**src/shared/outcfg_params.svh**
```systemverilog
/*
 Offsets, field positions, sizes and reset values for the output
 configuration block. Assumes inclusion by bare name from design files.
*/
`ifndef OUTCFG_PARAMS_SVH
`define OUTCFG_PARAMS_SVH

// ************************************************************
// Register byte offsets
// ************************************************************
`define OFF_CLK_CFG      12'h000
`define OFF_REF_CFG      12'h004
`define OFF_CHAN_CFG     12'h008
`define OFF_SYSREF_CTRL  12'h00C
`define OFF_STATUS       12'h010
`define OFF_REF_DELAY    12'h014

// ************************************************************
// Field layout: clock output i uses bits [4*i+3:4*i]
// ************************************************************
`define CLK_FLD_W        4
`define FLD_AMP_LO       0
`define FLD_FMT          2
`define FLD_EN           3
// Reference output j uses bits [8*j+4:8*j]
`define REF_FLD_W        8
`define FLD_SEL          2
`define FLD_PD           4
`define FLD_REN          3
// Clock channel k: power-down bit k, coarse delay bits [8*k+13:8*k+8]
`define CH_PD_LO         0
`define CH_DLY_LO        8
`define CH_DLY_STRIDE    8
`define SR_CONT_BIT      0
`define SR_ACTIVE_BIT    1

// ************************************************************
// Sizes and reset values
// ************************************************************
`define N_CLK            5
`define N_REF            4
`define N_CHAN           3
`define COARSE_W         6
`define FINE_W           3
`define CLK_CFG_RST      32'h0000_0000
`define REF_CFG_RST      32'h0000_0000
`define CHAN_CFG_RST     32'h0000_0000
`define SR_CTRL_RST      32'h0000_0000
`define REF_DLY_RST      32'h0000_0000

`endif

```
**src/shared/outcfg_pkg.sv**
```systemverilog
/*
 Types shared by the output configuration block.
 Assumes nothing of its surroundings.
*/
package outcfg_pkg;
   // Decoded amplitude of one output buffer
   typedef enum logic [1:0] {
      amp_off,
      amp_400mv,
      amp_700mv,
      amp_1000mv
   } amp_t;

   // Operating state of one reference output
   typedef enum logic [1:0] {
      ref_buf_off,
      ref_low,
      ref_clock,
      ref_sysref
   } ref_state_t;
endpackage

```
**src/design/clock_output_config_ctrl.sv**
```systemverilog
/*
 Output configuration block: APB registers holding format, amplitude,
 enable, channel power-down, reference mux and delay settings, plus
 decode of those settings into per-output controls.
 Assumes an APB master on pclk and a sysref sequencer driving
 sysref_pulse_active from the same clock domain.
*/
// The register offsets and the APB slave port were left to the implementer.
`timescale 1ns/10ps
`default_nettype none
`include "outcfg_params.svh"
module clock_output_config_ctrl (
   input  wire logic                       pclk,
   input  wire logic                       presetn,
   input  wire logic                       psel,
   input  wire logic                       penable,
   input  wire logic                       pwrite,
   input  wire logic [11:0]                paddr,
   input  wire logic [31:0]                pwdata,
   output logic [31:0]                     prdata,
   output logic                            pready,
   output logic                            pslverr,
   input  wire logic                       sysref_pulse_active,
   output logic [4:0]                      clock_output,
   output logic [4:0]                      clk_buf_power_up,
   output logic [4:0]                      format_select,
   output outcfg_pkg::amp_t [4:0]          clk_amp_level,
   output logic [2:0]                      chan_power_up,
   output logic [17:0]                     chan_coarse_delay,
   output logic [3:0]                      reference_output,
   output outcfg_pkg::amp_t [3:0]          ref_amp_level,
   output outcfg_pkg::ref_state_t [3:0]    ref_state,
   output logic [3:0]                      ref_buf_power_up,
   output logic [3:0]                      ref_fine_power_up,
   output logic [3:0]                      ref_uses_sysref,
   output logic [7:0]                      ref_divider_sel,
   output logic [35:0]                     ref_delay
);
   import outcfg_pkg::*;

   // ************************************************************
   // Registers
   // ************************************************************
   logic [31:0] clk_cfg_r;
   logic [31:0] ref_cfg_r;
   logic [31:0] chan_cfg_r;
   logic [31:0] sr_ctrl_r;
   logic [31:0] ref_dly_r;
   logic [31:0] prdata_r;
   logic        pslverr_r;
   logic        sr_sync1_r;
   logic        sr_sync2_r;

   // ************************************************************
   // Bus decode
   // ************************************************************
   wire logic        access;
   wire logic        wr;
   wire logic        sel_clk;
   wire logic        sel_ref;
   wire logic        sel_chan;
   wire logic        sel_sr;
   wire logic        sel_stat;
   wire logic        sel_dly;
   wire logic        mapped;
   wire logic [31:0] status_word;
   logic      [31:0] rd_nxt;

   // Zero-wait slave: every access phase completes at once
   assign pready   = 1'b1;
   assign access   = psel && penable;
   assign wr       = access && pwrite;
   assign sel_clk  = (paddr == `OFF_CLK_CFG);
   assign sel_ref  = (paddr == `OFF_REF_CFG);
   assign sel_chan = (paddr == `OFF_CHAN_CFG);
   assign sel_sr   = (paddr == `OFF_SYSREF_CTRL);
   assign sel_stat = (paddr == `OFF_STATUS);
   assign sel_dly  = (paddr == `OFF_REF_DELAY);
   assign mapped   = sel_clk || sel_ref || sel_chan || sel_sr || sel_stat || sel_dly;
   assign prdata   = prdata_r;
   assign pslverr  = pslverr_r;

   // Read mux, if/else-if over the address
   always_comb begin
      if (sel_clk) begin
         rd_nxt = {12'h000, clk_cfg_r[19:0]};
      end else if (sel_ref) begin
         rd_nxt = ref_cfg_r;
      end else if (sel_chan) begin
         rd_nxt = chan_cfg_r;
      end else if (sel_sr) begin
         rd_nxt = {30'h0000_0000, sr_ctrl_r[1:0]};
      end else if (sel_stat) begin
         rd_nxt = status_word;
      end else if (sel_dly) begin
         rd_nxt = ref_dly_r;
      end else begin
         rd_nxt = 32'h0000_0000;
      end
   end

   always_ff @(posedge pclk or negedge presetn) begin
      if (!presetn) begin
         clk_cfg_r  <= `CLK_CFG_RST;
         ref_cfg_r  <= `REF_CFG_RST;
         chan_cfg_r <= `CHAN_CFG_RST;
         sr_ctrl_r  <= `SR_CTRL_RST;
         ref_dly_r  <= `REF_DLY_RST;
      end else if (wr) begin
         if (sel_clk) clk_cfg_r <= pwdata;
         if (sel_ref) ref_cfg_r <= pwdata;
         if (sel_chan) chan_cfg_r <= pwdata;
         if (sel_sr) sr_ctrl_r <= pwdata;
         if (sel_dly) ref_dly_r <= pwdata;
      end
   end

   // Read data and error load at the setup edge, so they already stand
   // through the access phase, when the master takes them with pready high
   always_ff @(posedge pclk or negedge presetn) begin
      if (!presetn) begin
         prdata_r  <= 32'h0000_0000;
         pslverr_r <= 1'b0;
      end else begin
         prdata_r  <= (psel && !penable && !pwrite) ? rd_nxt : prdata_r;
         pslverr_r <= psel && !penable && !mapped;
      end
   end

   // Pulse-active level comes from the sequencer; synchronised for safety
   always_ff @(posedge pclk or negedge presetn) begin
      if (!presetn) begin
         sr_sync1_r <= 1'b0;
         sr_sync2_r <= 1'b0;
      end else begin
         sr_sync1_r <= sysref_pulse_active;
         sr_sync2_r <= sr_sync1_r;
      end
   end

   // ************************************************************
   // Sysref automatic power control
   // ************************************************************
   wire logic continuous_mode;
   wire logic pulses_on;
   wire logic ref_auto_pd;
   assign continuous_mode = sr_ctrl_r[`SR_CONT_BIT];
   // Software pulse request or sequencer activity both count as active
   assign pulses_on = sr_ctrl_r[`SR_ACTIVE_BIT] || sr_sync2_r;
   // counted mode idle powers sysref-mode references down
   assign ref_auto_pd = !continuous_mode && !pulses_on;

   // ************************************************************
   // Channel power and coarse delay
   // ************************************************************
   genvar k;
   generate
      for (k = 0; k < `N_CHAN; k++) begin : g_chan
         assign chan_power_up[k] = !chan_cfg_r[`CH_PD_LO + k];
         assign chan_coarse_delay[6*k +: 6] =
            chan_cfg_r[`CH_DLY_LO + `CH_DLY_STRIDE*k +: `COARSE_W];
      end
   endgenerate

   // ************************************************************
   // Clock outputs: A0 A1 B0 B1 C
   // ************************************************************
   // Bank of clock output index, shared by decode below
   function automatic logic [1:0] clk_bank(input int idx);
      clk_bank = (idx < 2) ? 2'd0 : (idx < 4) ? 2'd1 : 2'd2;
   endfunction

   genvar i;
   generate
      for (i = 0; i < `N_CLK; i++) begin : g_clk
         wire logic [3:0] fld;
         wire logic       amp_nz;
         assign fld = clk_cfg_r[`CLK_FLD_W*i +: `CLK_FLD_W];
         assign amp_nz = (fld[1:0] != 2'h0);
         // same amplitude decode for either format
         assign format_select[i]    = fld[`FLD_FMT];
         assign clk_buf_power_up[i] = amp_nz && chan_power_up[clk_bank(i)];
         assign clk_amp_level[i]    = clk_buf_power_up[i] && fld[`FLD_EN] ?
                                      amp_t'(fld[1:0]) : amp_off;
         assign clock_output[i] = fld[`FLD_EN] && clk_buf_power_up[i];
      end
   endgenerate

   // ************************************************************
   // Reference outputs: A0 A1 B0 B1
   // ************************************************************
   genvar j;
   generate
      for (j = 0; j < `N_REF; j++) begin : g_ref
         wire logic [7:0] fld;
         wire logic       drive;
         assign fld = ref_cfg_r[`REF_FLD_W*j +: `REF_FLD_W];
         // reference A uses bank A divider, B uses bank B
         assign ref_divider_sel[2*j +: 2] = (j < 2) ? 2'd0 : 2'd1;
         assign ref_uses_sysref[j] = fld[`FLD_SEL];
         ref_output_ctrl u_ref (
            .amp_code            (fld[1:0]),
            .output_enable_bit   (fld[`FLD_REN]),
            .ref_output_select   (fld[`FLD_SEL]),
            .fine_pd             (fld[`FLD_PD]),
            .auto_pd             (ref_auto_pd),
            // 8-step fine delay per reference output
            .fine_delay          (ref_dly_r[8*j +: `FINE_W]),
            .bank_delay          (chan_coarse_delay[6*(j/2) +: 6]),
            .amp_level           (ref_amp_level[j]),
            .ref_state           (ref_state[j]),
            .buf_power_up        (ref_buf_power_up[j]),
            .drive_active        (drive),
            .fine_delay_power_up (ref_fine_power_up[j]),
            .delay_out           (ref_delay[9*j +: 9])
         );
         assign reference_output[j] = drive;
      end
   endgenerate

   // Status shows live decoded state
   assign status_word = {5'h00, ref_buf_power_up, ref_fine_power_up,
                         1'b0, chan_power_up, ref_auto_pd, clk_buf_power_up,
                         clock_output, reference_output};
endmodule
`default_nettype wire

```
**src/design/ref_output_ctrl.sv**
```systemverilog
/*
 Decoder for one reference output: mode, buffer power, level, delay source.
 Assumes configuration bits from registers on the same clock.
*/
`timescale 1ns/10ps
`default_nettype none
module ref_output_ctrl (
   input  wire logic [1:0]           amp_code,
   input  wire logic                 output_enable_bit,
   input  wire logic                 ref_output_select,
   input  wire logic                 fine_pd,
   input  wire logic                 auto_pd,
   input  wire logic [2:0]           fine_delay,
   input  wire logic [5:0]           bank_delay,
   output outcfg_pkg::amp_t          amp_level,
   output outcfg_pkg::ref_state_t    ref_state,
   output logic                      buf_power_up,
   output logic                      drive_active,
   output logic                      fine_delay_power_up,
   output logic [8:0]                delay_out
);
   import outcfg_pkg::*;

   // ************************************************************
   // Decode
   // ************************************************************
   wire logic amp_zero;
   wire logic sysref_mode;
   // Amplitude 00 switches the buffer off in either mode
   assign amp_zero    = (amp_code == 2'h0);
   assign sysref_mode = ref_output_select;
   // buffer off on 00, fine delay off on power-down bit
   // counted mode idle also takes the buffer off in sysref mode
   assign buf_power_up        = !amp_zero && !(sysref_mode && auto_pd);
   assign fine_delay_power_up = !fine_pd;
   // enable gates clock mode; enable gates sysref mode
   assign drive_active = buf_power_up && output_enable_bit;
   assign amp_level    = drive_active ? amp_t'(amp_code) : amp_off;
   // select bit picks clock or sysref behaviour
   assign ref_state = !buf_power_up ? ref_buf_off :
                      !output_enable_bit ? ref_low :
                      sysref_mode ? ref_sysref : ref_clock;
   // clock mode takes the bank coarse delay, sysref the fine stage
   assign delay_out = sysref_mode ? {6'h00, fine_delay} : {3'h0, bank_delay};
endmodule
`default_nettype wire

```
**config.mk**
```make
export PLATFORM = sky130hd
export DESIGN_NAME = clock_output_config_ctrl
export DESIGN_NICKNAME = d
export VERILOG_FILES = /design/src/shared/outcfg_pkg.sv /design/src/design/clock_output_config_ctrl.sv /design/src/design/ref_output_ctrl.sv
export VERILOG_INCLUDE_DIRS = /design/src /design/src/shared
export SDC_FILE = /design/constraint.sdc
export NUM_CORES = 1
export LEC_CHECK = 0
export ABC_AREA = 1
export BUFFER_PORTS_ARGS = -buffer_cell sky130_fd_sc_hd__buf_2
export CAP_MARGIN = 20
export CORE_ASPECT_RATIO = 1.1
export CORE_MARGIN = 2
export CORE_UTILIZATION = 45
export CTS_BUF_LIST = sky130_fd_sc_hd__clkbuf_8
export CTS_CLUSTER_DIAMETER = 60
export CTS_CLUSTER_SIZE = 28
export DETAILED_ROUTE_END_ITERATION = 12
export GPL_ROUTABILITY_DRIVEN = 0
export GPL_TIMING_DRIVEN = 1
export PLACE_DENSITY = 0.76
export RECOVER_POWER = 100
export SYNTH_ARGS = -nofsm -noshare
export SYNTH_HDL_FRONTEND = slang
export SYNTH_SLANG_ARGS = --single-unit
```
**constraint.sdc**
```tcl
create_clock -name pclk -period 1.7 [get_ports pclk]
set_clock_uncertainty 0.2 [all_clocks]
set_input_delay 0.255 -clock pclk [delete_from_list [all_inputs] [get_ports pclk]]
set_output_delay 0.255 -clock pclk [all_outputs]
set_load 0.01 [all_outputs]
```
Yosys cells after proc, flatten, opt, wreduce, memory -nomap -nowiden. Cells that the tools add are included.

Register bits: 153. Input port bits: 50. Logic and storage cells: 114.

Equal/unequal tests: 5. Mux-type cells: 31. Reductions and logical operators: 69.

Operator list (count): 2-to-1 mux 32 bit (6); 2-to-1 mux 2 bit (17); logical AND 1 bit (28); == test 12 x 4 -> 1 bit, second input constant (2); == test 12 x 5 -> 1 bit, second input constant (2); 2-to-1 mux 6 bit (4); logical NOT 1 bit (20); == test 12 x 3 -> 1 bit, second input constant (1); logical NOT 12 bit (1); AND reduction 2 bit (5); nonzero test 2 bit (5); logical NOT 2 bit (4); logical OR 1 bit (6); 2-to-1 mux 1 bit (4).

Longest topological paths before layout. Gate-level depths: netlist (run 1).

Word-level depth: 12. Gate-level depth with buffers: 13. Depth with buffers taken out: 12.

Modules after synthesis. Synthesis (run 1) repeated with hierarchy kept, for this count alone.

Cells, all modules: 1044. Area, all modules: 8267.9 sq um.

By module, submodules not included: clock_output_config_ctrl (instances 1, cells each 904, area each 7592.3 sq um, seq. area each 3828.7 sq um); ref_output_ctrl (instances 4, cells each 35, area each 168.9 sq um, seq. area each 0.0 sq um).

Worst setup path after synthesis (run 1). Ideal clock, no wire load.

Kind: input to register. From: input paddr[11]. To: register prdata_r[19] (netlist: prdata[19]). Setup time: 0.119 ns. Arrival time: 1.266 ns. Data required time: 1.381 ns. Slack: 0.115 ns. Stages on the path: 13. Path buffers: 1. Cells stage by stage: nor2_2 > nand2_4 > inv_2 > nand2_2 > nor2_4 > buf_6 > nand2_1 > nand2_1 > inv_1 > nand2_1 > nand2_1 > nand2_1 > nand2_1.

Longest elaborated chain between the ends: 7. Elaborated cells between the ends (all ways): 12. Classes of those cells: eq/ne: 5; mux: 6; reduce/logical: 1.

RTL lines: start, declared (RTL line clock_output_config_ctrl.sv:18) `input wire logic [11:0] paddr,`; == test 12 x 5 -> 1 bit (no line); 2-to-1 mux 32 bit (RTL line clock_output_config_ctrl.sv:95) `end else if (sel_dly) begin`; 2-to-1 mux 32 bit (RTL line clock_output_config_ctrl.sv:93) `end else if (sel_stat) begin`; 2-to-1 mux 32 bit (RTL line clock_output_config_ctrl.sv:91) `end else if (sel_sr) begin`; 2-to-1 mux 32 bit (RTL line clock_output_config_ctrl.sv:89) `end else if (sel_chan) begin`; 2-to-1 mux 32 bit (RTL line clock_output_config_ctrl.sv:87) `end else if (sel_ref) begin`; 2-to-1 mux 32 bit (*) (RTL line clock_output_config_ctrl.sv:85) `if (sel_clk) begin`; end signal, assigned (RTL line clock_output_config_ctrl.sv:125) `prdata_r <= (psel && !penable && !pwrite) ? rd_nxt : prdata_r;`; end, declared (RTL line clock_output_config_ctrl.sv:49) `logic [31:0] prdata_r;`.

Mark *: on every way between the ends. The rest lies on a longest branch, timed or not. A chain may end at the register's enable or synchronous reset.

==> results of run 1 <==
repair_timing:
| item | CTS | global route |
|---|---|---|
| hold buffers | 36 | 0 |
| endpoints found under the setup margin | 76 | 99 |
| setup buffers | 23 | 29 |
| cloned | 1 | 4 |
| gates resized for setup | 121 | 141 |
| pin swaps | 19 | 43 |
| endpoints found under the hold margin | 273 | 0 |
worst max path at each step:
stage / startpoint / to / cells past startpoint
floorplan: paddr[11] / prdata[19] / 13
detailed placement: paddr[0] / prdata[2] / 11
global route: sr_ctrl_r[0] / ref_state[2] / 7
finish: sr_ctrl_r[0] / ref_state[0] / 7
CTS: sr_ctrl_r[0] / reference_output[3] / 7
global placement: paddr[0] / prdata[2] / 11
power by group through the flow:
| stage | registers, mW | logic (mW) | clock network, mW |
|---|---|---|---|
| finish | 3.66 | 0.478 | 2.98 |
| global route | 3.66 | 0.526 | 3.17 |
| CTS | 3.66 | 0.476 | 2.98 |
| detailed placement | 3.73 | 0.404 | 0 |
| global placement | 3.73 | 0.399 | 0 |
| floorplan | 3.73 | 0.176 | 0 |
state kept, by name, indices dropped and copies added (netlist names):
signal and cells:
sr_ctrl_r 2, ref_cfg_r 32, sr_sync2_r 1, ref_dly_r 32, clk_cfg_r 20, chan_cfg_r 32, pslverr 1, sr_sync1_r 1
prdata 32
critical path: cells and delay by family, from the launching register on:
kind / cells / cell delay, ns
buffers and inverters: 3 / 0.44
flip-flops: 1 / 0.40
AND/OR/NAND/NOR: 3 / 0.30
AO/OA/AOI/OAI: 1 / 0.04
logic make-up (layout without fill, tap and decap cells):
group / Yosys count / after routing / synth area share (%)
buffers and inverters: 270 / 534 / 15.66
AOI/OAI and AO/OA: 192 / 192 / 11.67
and+or+nand+nor: 549 / 549 / 27.11
other: 2 / 21 / 0.08920
DFF: 153 / 153 / 45.47
per-stage QoR:
step | TNS (ns) | hold slack [ns] | util [%] | cell area [um2]
after floorplan | 0 | -0.2406 | - | 8491
after global placement | -9.187 | 0.006356 | 53.66 | 9846
after detailed placement | -12.97 | 0.0005706 | 53.66 | 9846
after CTS | -15.36 | 0.006574 | 60.83 | 11160
after global routing | -40.56 | 0.03550 | 63.87 | 11720
final | -27.30 | 0.02419 | 63.87 | 11720
per-layer routing:
layer	vias up	global-route usage [%]	share of wire, %
met5	-	0	0
li1	4041	-	-
met3	71	5.727	8.7
met2	502	46.17	50
met4	0	10.05	2.6
met1	4061	34.92	39
layout by cell type (no fill, tap or decap), drive strengths merged, types with 6 or more instances in the layout:
master / count
a21oi: 45
buf: 246
clkbuf: 82
clkinv: 6
conb: 21
dfrtp: 153
dlygate4sd3: 36
inv: 156
nand2: 413
nand3: 23
nor2: 82
nor3: 12
nor3b: 10
o21ai: 143
cell type report:
cell class | count | area (um2)
repair buffers | 346 | 2794
multi-input cells | 762 | 3765
fillers | 1571 | 6629
inverters | 156 | 599.3
well taps | 243 | 304.0
clock buffers | 18 | 247.7
clock inverters | 14 | 172.7
flip-flops and latches | 153 | 3836
==> results.toml, run 1 <==
[power_and_ir_drop]
cellLeakagePower_nw = 6.114
power_mw = 7.121
ir_drop_uv = 444.0
switchingPower_mw = 1.792
p_int_mw = 5.329
cellPowerDensity_nw_per_um2 = 607.7
combPwrFrac_pct = 6.7
seqPwrFrac_pct = 51.4
switching_share_pct = 25.16
p_clk_share_pct = 41.9

[detailed_routing]
routedWlPerCell_um = 16.81
ant_nets = 0
num_vias = 8675
first_pass_iters = 6
drtIter0Drc = 853
drc = 0
vias_per_cell = 5.127
wl_um = 28440

[setup_path]
r2r-start = "sr_ctrl_r[1]"
critPathArrivalTime_ns = 1.66
worst_path_max_delay_cell = "dfrtp_1"
crit_path_start_kind = "flop"
ff2ff_setup_slack_ns = -0.12
crit_required_ns = 1.24
crit_chain = "nor2_2, buf_6, nand3_4, nand2_4, buf_6, a21oi_4, buf_2"
max_stage_delay_ns = 0.40
path_max_fanout = 5
r2r_cells = 12
crit_top_cell = "buf_6"
end_kind = "primary output"
r2r-end = "prdata[2]"
setup.worst_path.class = "flop to primary output"

[timing]
setup_viol = 174
worst_pin_slew_ns = 1.018
min_period_ns = 2.120
fin_ws_ns = -0.4196
maxSlewHeadroom_pct = 32.12
period_share_pct = 124.7
max_freq_ghz = 0.4718
hold_violations = 0
rsz0062_at_grt = "true"
slew_viol_final = 0

[floorplanning]
core-area_um2 = 18350
io_pins = 206
start_util_pct = 45.89
chipHeight_um = 147.5
die_x_um = 134.4
row_count = 52
die_area_um2 = 19820

[clock_tree]
clock_latency_ns = 0.48
cts.sinks = 153
clockRootBuffer = "clkbuf_8"
cts_tree = "yes"
numCtsBuffers = 17
cts.clk_slew.worst_paths_ns = 0.09
clockBufferDepth = 2
htree_levels = 4

[final_layout]
stdcell_count = 1692
drive_gt1_share_pct = 29.74
nets = 1486
diodes = 0
area_delta_synth_final_pct = 39.19

[run]
cap_viol_max_count = 0

[synthesis]
syn_area_um2 = 8419
ys_ff_latch = 153
synthCells = 1166
synth_flop_cell = "dfrtp_1"
ys_top_cells_by_area = "dfrtp_1 45%, nand2_1 18%, inv_1 6.6%"
ys_warn_count = 0
syn_area_per_cell_um2 = 7.221
synth_edf_count = 0
synth_commonest_cells = "403 x nand2_1, 153 x dfrtp_1, 148 x inv_1, 78 x o21ai_1, 69 x nor2_1"
yosysTopAreaCell = "dfrtp_1"
synth_top_area_share_pct = 45.47
synth_most_common_cell = "nand2_1"
synth_cell_types = 30
async_reset_ff_share_pct = 100.0
yosysSeqAreaShare_pct = 45.47

[worst_hold_path]
worst_hold_path.endpoint = "prdata[27]"
worstHoldPathType = "primary input to flop"
hold_depth = 5
hold_start = "pwrite"

[global_routing]
first_global_vias = 8203
grt_pass1_wl_um = 42260
grt_max_degree = 41
overflow = 0
grt_usage_pct = 27.43
antenna_found_initial = 0

[placement]
hpwlAfterDp_um = 18360
pre_cts_slack_ns = -0.2647
dp.cells = 1577
io_buffers = 184

[run_status]
outcome = "complete, but fails checks"
violations = "negative setup slack"
No activity file was read; power rests on OpenSTA's default activity.
==> run 2, diff against run 1 <==
--- a/config.mk
+++ b/config.mk
@@ -6,19 +6,18 @@
 export SDC_FILE = /design/constraint.sdc
 export NUM_CORES = 1
 export LEC_CHECK = 0
-export ABC_AREA = 1
 export BUFFER_PORTS_ARGS = -buffer_cell sky130_fd_sc_hd__buf_2
 export CAP_MARGIN = 20
 export CORE_ASPECT_RATIO = 1.1
 export CORE_MARGIN = 2
 export CORE_UTILIZATION = 45
-export CTS_BUF_LIST = sky130_fd_sc_hd__clkbuf_8
-export CTS_CLUSTER_DIAMETER = 60
+export CTS_BUF_LIST = sky130_fd_sc_hd__clkbuf_2 sky130_fd_sc_hd__clkbuf_4 sky130_fd_sc_hd__clkbuf_8
+export CTS_CLUSTER_DIAMETER = 200
 export CTS_CLUSTER_SIZE = 28
 export DETAILED_ROUTE_END_ITERATION = 12
 export GPL_ROUTABILITY_DRIVEN = 0
 export GPL_TIMING_DRIVEN = 1
-export PLACE_DENSITY = 0.76
+export PLACE_DENSITY = 0.77
 export RECOVER_POWER = 100
 export SYNTH_ARGS = -nofsm -noshare
 export SYNTH_HDL_FRONTEND = slang
==> results.toml, run 2 <==
[run_status]
outcome = "complete, but fails checks"
violations = "negative setup slack"

[timing]
rsz0062_at_grt = "true"
hold-worst-slack_ns = 0.1343
period_share_pct = 131.1
slew_viol_final = 0
hold_violations = 0
min_period_ns = 2.229
maxSlewHeadroom_pct = 40.64
worst_pin_slew_ns = 0.8904
setup_viol = 221
fin_ws_ns = -0.5290
max_freq_ghz = 0.4486

[clock_tree]
clockBufferDepth = 2
cts.clk_slew.worst_paths_ns = 0.09
htree_levels = 4
clock_latency_ns = 0.47
clockRootBuffer = "clkbuf_8"
cts.sinks = 153
cts_tree = "yes"
numCtsBuffers = 17

[synthesis]
synth_fa_ha_area_share_pct = 0
synth_top_area_share_pct = 48.87
synth_top_family_by_area = "multiplexers"
synthMuxAreaShare_pct = 18.34
async_reset_ff_share_pct = 100.0
ys_ff_latch = 153
synthXorXnorAreaFrac_pct = 0
yosysTopAreaCell = "dfrtp_1"
synth_compound_area_share_pct = 10.30
synth_edf_count = 0
ys_warn_count = 0
synth_most_common_cell = "dfrtp_1"
synth-simple-area-share_pct = 13.05
syn_area_per_cell_um2 = 10.97
synth_cell_types = 46
synth_commonest_cells = "153 x dfrtp_1, 120 x mux2_2, 65 x buf_4, 56 x nand2_1, 35 x and3_1"
yosysSeqAreaShare_pct = 48.87
synthCells = 714
synth_flop_cell = "dfrtp_1"
syn_area_um2 = 7834
ys_top_cells_by_area = "dfrtp_1 49%, mux2_2 17%, buf_4 6.2%"

[power_and_ir_drop]
cellPowerDensity_nw_per_um2 = 620.4
ir_drop_uv = 471.0
power_mw = 7.732
cellLeakagePower_nw = 5.799

[setup_path]
critPathArrivalTime_ns = 1.77
end_kind = "primary output"
r2r-start = "sr_sync2_r"
r2r_cells = 9
crit_path_start_kind = "flop"
r2r-end = "prdata[2]"
ff2ff_setup_slack_ns = -0.31
crit_required_ns = 1.24
path_max_fanout = 5
setup.worst_path.class = "flop to primary output"

[final_layout]
mostFrequentLayoutCell = "dfrtp_1"
fillers = 1091
area_delta_synth_final_pct = 59.10
multiInputGateArea_um2 = 4348
drive_gt1_share_pct = 55.80
seq_area_um2 = 3835
nets = 1089
fin_area_um2 = 12460
final_cell_mix = "148 x dfrtp_1, 114 x buf_6, 91 x mux2_4"

[detailed_routing]
wl_um = 31180
drtIter0Drc = 810
routedWlPerCell_um = 24.21
first_pass_iters = 9
drc = 0
ant_nets = 0
num_vias = 7593
vias_per_cell = 5.895

[floorplanning]
core-area_um2 = 17020
start_util_pct = 46.04
die_area_um2 = 18480
row_count = 50
chipHeight_um = 142.4
io_pins = 206
die_x_um = 129.8

[worst_hold_path]
worstHoldPathType = "primary input to flop"
hold_start = "paddr[5]"
worst_hold_path.endpoint = "prdata[18]"
hold_depth = 6

[global_routing]
grt_pass1_wl_um = 44310
antenna_found_initial = 2
overflow = 0
grt_max_degree = 95
grt_usage_pct = 32.18
first_global_vias = 7633

[placement]
io_buffers = 184
placed_area_um2 = 9518
hpwlAfterDp_um = 16450

[run]
cap_viol_max_count = 0
## run 2: worst max-delay path: stages (launching register included)
cell and delay, ns:
dfrtp_1 0.40, nor3_2 0.07, buf_6 0.15, a21oi_2 0.27
a21boi_4 0.27, buf_2 0.16
## run 2: power by group
part | internal (mW) | switching (mW)
Sequential | 3.70 | 0.0426
Combinational | 0.322 | 0.444
Clock | 1.75 | 1.47
Total | 5.77 | 1.96
## run 2: logic make-up (layout without fill, tap and decap cells)
group           count (synthesis)  after routing
buf+inv                       120            438
mux                           128            128
other cells                     2             23
flops                         153            153
simple gates                  189            189
compound gates                122            123
## run 2: per-layer routing
| layer | global-route usage (%) | share of wire (%) | vias up |
|---|---|---|---|
| li1 | - | - | 3129 |
| met1 | 39.37 | 37 | 3848 |
| met2 | 52.58 | 50 | 512 |
| met3 | 8.722 | 8.1 | 104 |
| met4 | 15.39 | 4.2 | 0 |
| met5 | 0 | 0 | - |
## run 2: worst max-delay path by stage
stage / cells past startpoint / endpoint / from / slack [ns]
4_1_cts: 6 / reference_output[2] / sr_ctrl_r[0] / -0.50
3_5_place_dp: 8 / prdata[5] / paddr[9] / -0.92
2_1_floorplan: 7 / chan_cfg_r[10] / paddr[9] / -1.04
5_1_grt: 6 / ref_state[2] / sr_sync2_r / -0.58
3_3_place_gp: 6 / chan_cfg_r[6] / paddr[9] / -0.89
6_report: 5 / ref_state[0] / sr_ctrl_r[1] / -0.53
## run 2: final cells by class
type	count	area share, %
diodes	2	0.04016
clock buffers	17	1.877
clock inverters	15	1.797
inverters	15	0.5020
multi-input cells	461	34.89
flip-flops and latches	153	30.77
well taps	234	2.349
repair buffers	391	27.78
## run 2: through the flow
| stage | setup TNS [ns] | worst slack (ns) | cells | util (%) |
|---|---|---|---|---|
| floorplan | -108.88 | -1.036 | 733 | - |
| global placement | -121.54 | -0.8885 | 1131 | 55.93 |
| detailed placement | -125.27 | -0.9245 | 1131 | 55.93 |
| CTS | -63.16 | -0.5030 | 1276 | 70.87 |
| global route | -72.74 | -0.5768 | 1288 | 73.24 |
| finish | -66.05 | -0.5290 | 1288 | 73.24 |
## run 2: timing repair
item | in CTS | in global routing
gates cloned | 12 | 0
endpoints found under the setup margin | 220 | 227
setup buffers | 69 | 18
hold buffers | 35 | 0
pin swaps | 56 | 56
hold endpoints to repair | 273 | 0
gates resized for setup | 241 | 121
==> run 3, diff against run 2 <==
--- a/config.mk
+++ b/config.mk
@@ -17,7 +17,7 @@
 export DETAILED_ROUTE_END_ITERATION = 12
 export GPL_ROUTABILITY_DRIVEN = 0
 export GPL_TIMING_DRIVEN = 1
-export PLACE_DENSITY = 0.77
+export PLACE_DENSITY = 0.8
 export RECOVER_POWER = 100
 export SYNTH_ARGS = -nofsm -noshare
 export SYNTH_HDL_FRONTEND = slang
==> constraint.sdc (replaced) <==
create_clock -name pclk -period 1.83 [get_ports pclk]
set_clock_uncertainty 0.2 [all_clocks]
set_input_delay 0.2745 -clock pclk [delete_from_list [all_inputs] [get_ports pclk]]
set_output_delay 0.2745 -clock pclk [all_outputs]
set_load 0.01 [all_outputs]
==> results.toml, run 3 (synthesis gave the netlist of run 2 again) <==
[run_status]
outcome = "complete, but fails checks"
violations = "negative setup slack"

[timing]
min_period_ns = 2.277
period_share_pct = 124.4
tns_ns = -48.88
setup_viol = 211
maxSlewHeadroom_pct = 26.07
rsz0062_at_grt = "true"
worst_pin_slew_ns = 1.109
slew_viol_final = 0
max_freq_ghz = 0.4392
hold_violations = 0
fin_ws_ns = -0.4468

[detailed_routing]
vias_per_cell = 5.916
wl_um = 30630
num_vias = 7501
drc = 0
routedWlPerCell_um = 24.16
ant_nets = 0
drtIter0Drc = 755
first_pass_iters = 6

[setup_path]
crit_required_ns = 1.97
crit_top_cell = "buf_6"
max_stage_delay_ns = 0.55
crit_family = "simple AND/OR/NAND/NOR gates"
path_max_fanout = 5
critPathArrivalTime_ns = 2.42
crit_path_start_kind = "primary input"
worst_path_max_delay_cell = "or4_4"
setup.worst_path.class = "primary input to flop"
cp_num_buf_inv = 4
crit_chain = "buf_6, or4_4, or4_4, buf_6, nor2_4, buf_6, buf_8, a22oi_2, a32oi_1"
end_kind = "flop"

[global_routing]
antenna_found_initial = 1
overflow = 0
grt_usage_pct = 31.81
grt_max_degree = 41
grt_pass1_wl_um = 43810
first_global_vias = 7602

[clock_tree]
clockRootBuffer = "clkbuf_8"
cts.sinks = 153
htree_levels = 4
clock_latency_ns = 0.46
cts_tree = "yes"
clockBufferDepth = 2
cts.clk_slew.worst_paths_ns = 0.08
numCtsBuffers = 17

[floorplanning]
start_util_pct = 46.04
row_count = 50
core-area_um2 = 17020
chipHeight_um = 142.4
die_area_um2 = 18480
io_pins = 206
die_x_um = 129.8

[final_layout]
fin_area_um2 = 12240
fillers = 1082
mostFrequentLayoutCell = "dfrtp_1"
stdcell_count = 1268
drive_gt1_share_pct = 53.53
final_cell_mix = "151 x dfrtp_1, 92 x mux2_4, 87 x buf_6"
nets = 1071
area_delta_synth_final_pct = 56.29
final_util_pct = 71.95

[placement]
dp.cells = 1122
io_buffers = 184
placed_area_um2 = 9445
hpwlAfterDp_um = 16620

[power_and_ir_drop]
power_mw = 6.968
cellLeakagePower_nw = 5.761
cellPowerDensity_nw_per_um2 = 569.2
ir_drop_uv = 476.1

[run]
cap_viol_max_count = 0

[worst_hold_path]
worstHoldPathType = "primary input to flop"
## run 3: changes by cell type in the layout (fill, tap and decap cells not counted), sizes merged
cell,delta
inv,-3
clkinvlp,-1
diode,-1
bufinv,-2
clkinv,-1
clkbuf,+9
dlygate4sd3,-1
buf,-20
## run 3: metal layers
metal / part of all wire [%] / wire [um] / vias up / track usage (%)
met5: 0 / 0 / - / 0
met1: 37 / 11330 / 3741 / 39.09
li1: - / - / 3083 / -
met2: 49 / 14930 / 526 / 52.52
met3: 9.0 / 2772 / 151 / 7.556
met4: 5.2 / 1591 / 0 / 15.34
## run 3: layout make-up
type | count | area, um2 | area share, %
antenna | 1 | 2.502 | 0.02044
sequential | 153 | 3831 | 31.29
inverter | 15 | 63.81 | 0.5212
multi-input combinational | 461 | 4377 | 35.75
tap | 234 | 292.8 | 2.391
clock buffer | 23 | 297.8 | 2.432
timing repair buffer | 373 | 3259 | 26.62
clock inverter | 8 | 118.9 | 0.9709
## run 3: tightest hold or removal path: cells and delay by family
family,cells,cell delay [ns]
simple gates,2,0.14
buf+inv,2,0.26
## run 3: timing repair
item,4_1_cts,5_1_grt
pin swaps,62,56
setup buffers,60,21
gates resized for setup,203,124
hold buffers,34,0
endpoints found under the setup margin,204,217
cloned,14,1
hold endpoints to repair,272,0
## run 3: stage by stage
step	setup slack, ns	hold slack, ns
2_1_floorplan	-0.9251	-0.2211
3_3_place_gp	-0.7617	0.02265
3_5_place_dp	-0.8240	0.02138
4_1_cts	-0.3858	0.01295
5_1_grt	-0.4693	0.04723
6_report	-0.4468	0.04704
## run 3: worst paths after layout
check,start,end,slack [ns],cells after the start
worst max-delay path,paddr[9],prdata[26],-0.45,9
min in group asynchronous,presetn,prdata[27],0.36,2
max in group asynchronous,presetn,chan_cfg_r[0],0.19,3
worst min-delay path,psel,pslverr,0.05,4
worst max register to register,sr_ctrl_r[1],prdata[3],-0.21,9
worst min register to register,sr_sync1_r,sr_sync2_r,0.16,0
## run 3: where the power goes
group	total (mW)	switching, mW	internal (mW)
combinational	0.718	0.417	0.301
sequential	3.48	0.0425	3.44
clock	2.77	1.28	1.49
